<file path="config.mk">
export PLATFORM = sky130hd
export DESIGN_NAME = itm_interval_timer
export DESIGN_NICKNAME = d
export VERILOG_FILES = /design/src/core/itm_pkg.sv /design/src/core/itm_interval_timer.sv
export SDC_FILE = /design/constraint.sdc
export NUM_CORES = 1
export LEC_CHECK = 0
export BUFFER_PORTS_ARGS = -buffer_cell sky130_fd_sc_hd__buf_2
export CAP_MARGIN = 10
export CORE_UTILIZATION = 58
export CTS_CLUSTER_DIAMETER = 100
export DETAILED_ROUTE_END_ITERATION = 6
export PLACE_DENSITY = 0.79
export SETUP_SLACK_MARGIN = 0.05
export SYNTH_ARGS = -nofsm -noshare
export SYNTH_HDL_FRONTEND = slang
export SYNTH_SLANG_ARGS = --single-unit
</file>
<file path="constraint.sdc">
create_clock -name ref_clk -period 3.55 [get_ports ref_clk]
set_input_delay 0 -clock ref_clk [delete_from_list [all_inputs] [get_ports ref_clk]]
set_output_delay 0 -clock ref_clk [all_outputs]
set_load 0.03 [all_outputs]
</file>
<file path="src/core/itm_pkg.sv">
// Package holding register map, field layout and reset values of the interval timer.
package itm_pkg;

	// ====================================================================
	// Register map
	localparam logic [3:0] ITM_ADDR_COUNT = 4'h0;
	localparam logic [3:0] ITM_ADDR_SCALE = 4'h1;
	localparam logic [3:0] ITM_ADDR_PERIOD = 4'h2;
	localparam logic [3:0] ITM_ADDR_CTRL = 4'h3;
	localparam logic [3:0] ITM_ADDR_IRQ_STAT = 4'h4;
	localparam logic [3:0] ITM_ADDR_IRQ_CLR = 4'h5;
	localparam logic [3:0] ITM_ADDR_IRQ_EN = 4'h6;

	// ====================================================================
	// Widths, fields and reset values
	localparam int ITM_ADDR_W = 4;
	localparam int ITM_DATA_W = 16;
	localparam int ITM_COUNT_W = 16;
	localparam int ITM_SCALE_W = 8;
	localparam int ITM_CTRL_RUN_BIT = 0;
	localparam int ITM_IRQ_ZERO_BIT = 0;
	localparam logic [15:0] ITM_COUNT_RST = 16'h0000;
	localparam logic [7:0] ITM_SCALE_RST = 8'h00;
	localparam logic [15:0] ITM_PERIOD_RST = 16'h0000;
	localparam logic ITM_RUN_RST = 1'b0;

	typedef struct packed {
		logic [ITM_ADDR_W-1:0] addr;
		logic [ITM_DATA_W-1:0] wdata;
		logic wr;
		logic rd;
	} itm_bus_req_s;

endpackage

</file>
<file path="src/core/itm_interval_timer.sv">
// Interval timer: prescaled 16-bit down-counter with auto reload and interrupt.
`timescale 1ns/10ps
module itm_interval_timer
	import itm_pkg::*;
(
	input wire logic ref_clk,
	input wire logic rst_n,
	input wire logic clk_en,
	input wire itm_pkg::itm_bus_req_s bus_req,
	output logic [itm_pkg::ITM_DATA_W-1:0] bus_rdata,
	output logic irq
);
	import itm_pkg::*;

	// ====================================================================
	// State
	logic [ITM_COUNT_W-1:0] count_reg, count_next;
	logic [ITM_SCALE_W-1:0] scale_reg, scale_next;
	logic [ITM_SCALE_W-1:0] pre_reg, pre_next;
	logic [ITM_COUNT_W-1:0] period_reg, period_next;
	logic run_reg, run_next;
	logic stat_reg, stat_next;
	logic en_reg, en_next;
	logic [ITM_DATA_W-1:0] rdata_reg, rdata_next;
	logic tick;
	logic zero_hit;
	logic wr_count, wr_scale, wr_period;

	// ====================================================================
	// Counting logic
	always_comb begin
		wr_count = bus_req.wr && (bus_req.addr == ITM_ADDR_COUNT);
		wr_scale = bus_req.wr && (bus_req.addr == ITM_ADDR_SCALE);
		wr_period = bus_req.wr && (bus_req.addr == ITM_ADDR_PERIOD);
		tick = run_reg && (pre_reg == '0);
		zero_hit = tick && (count_reg == 16'h0001);
		pre_next = pre_reg;
		count_next = count_reg;
		if (run_reg) begin
			if (tick) begin
				pre_next = scale_reg;
			end else begin
				pre_next = pre_reg - 8'h01;
			end
		end
		// A software write to the count wins over a same-cycle decrement so the
		// loaded value is never lost.
		if (wr_count) begin
			count_next = bus_req.wdata;
		end else if (tick) begin
			if (zero_hit || count_reg == '0) begin
				count_next = period_reg;
			end else begin
				count_next = count_reg - 16'h0001;
			end
		end
		if (wr_scale) begin
			pre_next = bus_req.wdata[ITM_SCALE_W-1:0];
		end
	end

	// ====================================================================
	// Register file and interrupt
	always_comb begin
		scale_next = wr_scale ? bus_req.wdata[ITM_SCALE_W-1:0] : scale_reg;
		period_next = wr_period ? bus_req.wdata : period_reg;
		run_next = run_reg;
		en_next = en_reg;
		stat_next = stat_reg;
		if (bus_req.wr && bus_req.addr == ITM_ADDR_CTRL) begin
			run_next = bus_req.wdata[ITM_CTRL_RUN_BIT];
		end
		if (bus_req.wr && bus_req.addr == ITM_ADDR_IRQ_EN) begin
			en_next = bus_req.wdata[ITM_IRQ_ZERO_BIT];
		end
		if (bus_req.wr && bus_req.addr == ITM_ADDR_IRQ_CLR && bus_req.wdata[ITM_IRQ_ZERO_BIT]) begin
			stat_next = 1'b0;
		end
		// Set after clear so a zero crossing in the clear cycle is kept.
		if (zero_hit) begin
			stat_next = 1'b1;
		end
		rdata_next = '0;
		if (bus_req.rd) begin
			unique case (bus_req.addr)
				ITM_ADDR_COUNT: rdata_next = count_reg;
				ITM_ADDR_SCALE: rdata_next = {8'h00, scale_reg};
				ITM_ADDR_PERIOD: rdata_next = period_reg;
				ITM_ADDR_CTRL: rdata_next = {15'h0000, run_reg};
				ITM_ADDR_IRQ_STAT: rdata_next = {15'h0000, stat_reg};
				ITM_ADDR_IRQ_EN: rdata_next = {15'h0000, en_reg};
				default: rdata_next = '0;
			endcase
		end
	end

	always_ff @(posedge ref_clk) begin
		if (!rst_n) begin
			count_reg <= ITM_COUNT_RST;
			scale_reg <= ITM_SCALE_RST;
			pre_reg <= ITM_SCALE_RST;
			period_reg <= ITM_PERIOD_RST;
			run_reg <= ITM_RUN_RST;
			stat_reg <= 1'b0;
			en_reg <= 1'b0;
			rdata_reg <= '0;
		end else if (clk_en) begin
			count_reg <= count_next;
			scale_reg <= scale_next;
			pre_reg <= pre_next;
			period_reg <= period_next;
			run_reg <= run_next;
			stat_reg <= stat_next;
			en_reg <= en_next;
			rdata_reg <= rdata_next;
		end
	end

	assign bus_rdata = rdata_reg;
	assign irq = stat_reg && en_reg;
endmodule

</file>
==> out/results.ini <==
[worst_setup_path]
critPathArrivalTime_ns=2.79
required_ns=3.80
startpoint_type=flop
critical_path.max_fanout=17
end_kind=flop
critical_path_class=reg -> reg

[synthesis]
synth_nets=485
synth_top_area_frac=0.377
yosysWarningCount=0
synth_top_flop_cell=dfxtp_1
synth_edf_count=0
synth.ff_latch_count=67
synth_area_mm2=0.00356
yosys.area.top_type=dfxtp_1
yosys-top-cells-area=dfxtp_1, nand2_1, a21oi_1, nor2_1, nand3_1
synth_cells=457
ys_top_cells_by_count=dfxtp_1, nand2_1, nor2_1
synth.most_common_cell=dfxtp_1
yosysSeqAreaShare=0.377
synth_cell_types=61
async_flop_share=0
postSynthAreaPerCell_um2=7.79

[status]
status=finished, final reports clean

[floorplanning]
core-area_mm2=0.00592
die_y_um=80.4
dieArea_mm2=0.00646
start_util=0.601
fp.dieW_um=80.4
rows=28
pin_count=42

[run]
cap_violations=0

[clocking]
cts_resized=0
cts.clk_slew.worst_paths_ns=0.08
numCtsBuffers=9
hold_buffers=16
clock_sinks=67
cts_tree=built
htreeDepth=3
cts_root_buf=clkbuf_8
cts_setup_buffers=0
clock_latency_ns=0.36
cts_buffer_depth=2

[placement]
port_buffers=41
gp_congestion=0.929
dp_hpwl_mm=6.73

[sta]
setup_viol=0
fmax_mhz=394
slew_headroom=0.406
tightest_slew_ns=0.888
rsz0062_at_grt=no
period_share=0.716
hold_viol=0
tns_ns=0
fin_skew_ns=0.0120
report.final.slew_viol_count=0
period_needed_ns=2.54

[global_route]
grt_use_total=0.341
antenna_found_initial=0
grt_pass1_vias=3272
grt-ovfl-total=0
grt_pass1_wl_mm=16.7
grt_max_degree=32

[cells_and_area]
area_growth_pct=18.6
diodes=0
nets=531
nFillCells=517
layout-drive-gt1-share=0.148

[route]
routed_via_density=6.32
drt_first_pass_iters=5
routed_wl_mm=10.1
met1_length_mm=4.60
drc=0
via_count=3686
drt-initial-drc-count=593
dr_wl_met3_um=837
wl_per_cell_um=17.4
final_antenna_net_count=0
dr_wl_met2_mm=4.46
top_layer=met4

[power_and_ir_drop]
pwr-share-comb=0.106
power-per-cell-area_mw_per_mm2=427
vdd_ir_drop_max_uv=332
p_seq_frac=0.424
power_leakage_nw=1.50
power_mw=1.81
swShare=0.241
intPower_mw=1.37
power_switching_mw=0.435
power.share.clock=0.469

[min_path]
hp-class=in -> reg

[stage by stage]
step	setup WS (ns)	hold slack (ns)	instances	util	cell area (µm²)
6_report	1.01	0.0773	583	0.713	4220
5_1_grt	0.769	0.0978	583	0.713	4220
4_1_cts	1.03	0.0755	583	0.713	4220
3_5_place_dp	1.03	0.259	551	0.642	3800
3_3_place_gp	1.08	0.256	551	0.642	3800
2_1_floorplan	1.10	0.136	457	-	3560
[cells in the final DEF, fill, tap and decap left out, types with 4 or more instances in the layout]
master,count
nand3_1,21
inv_1,11
a31oi_1,6
dlygate4sd3_1,16
buf_2,41
a22oi_1,8
buf_4,9
a41oi_1,6
a21oi_1,45
dfxtp_1,67
clkbuf_8,9
xnor2_1,9
nor4_1,4
xor2_1,5
o211ai_1,5
nor2_1,54
mux2i_1,10
bufinv_16,4
nand3b_1,4
nand2_1,62
o21ai_0,20
o221ai_1,5
nor3_1,16
a222oi_1,8
[power groups by stage]
stage               clock (mW)  combinational [mW]  sequential, mW
detailed placement           0               0.173           0.783
finish                   0.848               0.192           0.766
CTS                      0.850               0.188           0.766
global placement             0               0.171           0.783
global route             0.886               0.211           0.767
floorplan                    0               0.127           0.780
[critical path: stages, from the launching register on]
cell,delay (ns)
dfxtp_1,0.37
or4_4,0.58
or3_1,0.45
or3_4,0.53
mux2_4,0.32
a22o_1,0.17
[logic make-up (layout without fill, tap and decap cells)]
logic type               Yosys count  count (layout)  share of synthesized area
XOR/XNOR                          14              14                     0.0344
multiplexers                      11              11                     0.0323
adder cells (fa/ha/maj)            3               3                     0.0105
buffers and inverters             43              94                     0.0485
flip-flops                        67              67                      0.377
AND/OR/NAND/NOR                  193             193                      0.264
AO/OA/AOI/OAI                    126             126                      0.233
[worst paths after layout]
check / from / endpoint / slack, ns / depth (start not counted)
hold / removal: clk_en / stat_reg / 0.08 / 3
setup / recovery: count_reg[9] / count_reg[10] / 1.01 / 5
setup reg to reg: count_reg[9] / count_reg[10] / 1.01 / 5
hold reg to reg: period_reg[11] / period_reg[11] / 0.47 / 2
[area by class of cell]
type,count,area [µm²],area share
tap,75,93.8,0.0222
timing repair buffer,66,433,0.102
multi-input combinational,347,2050,0.485
clock buffer,9,124,0.0293
sequential,67,1340,0.318
clock inverter,7,140,0.0332
inverter,12,45.0,0.0107
[routing by layer]
layer | vias up | track usage
met3 | 24 | 0.0648
met1 | 1739 | 0.491
met2 | 174 | 0.495
met4 | 0 | 0.134
li1 | 1749 | -
met5 | - | 0
Power figures use the tool's default switching activity.
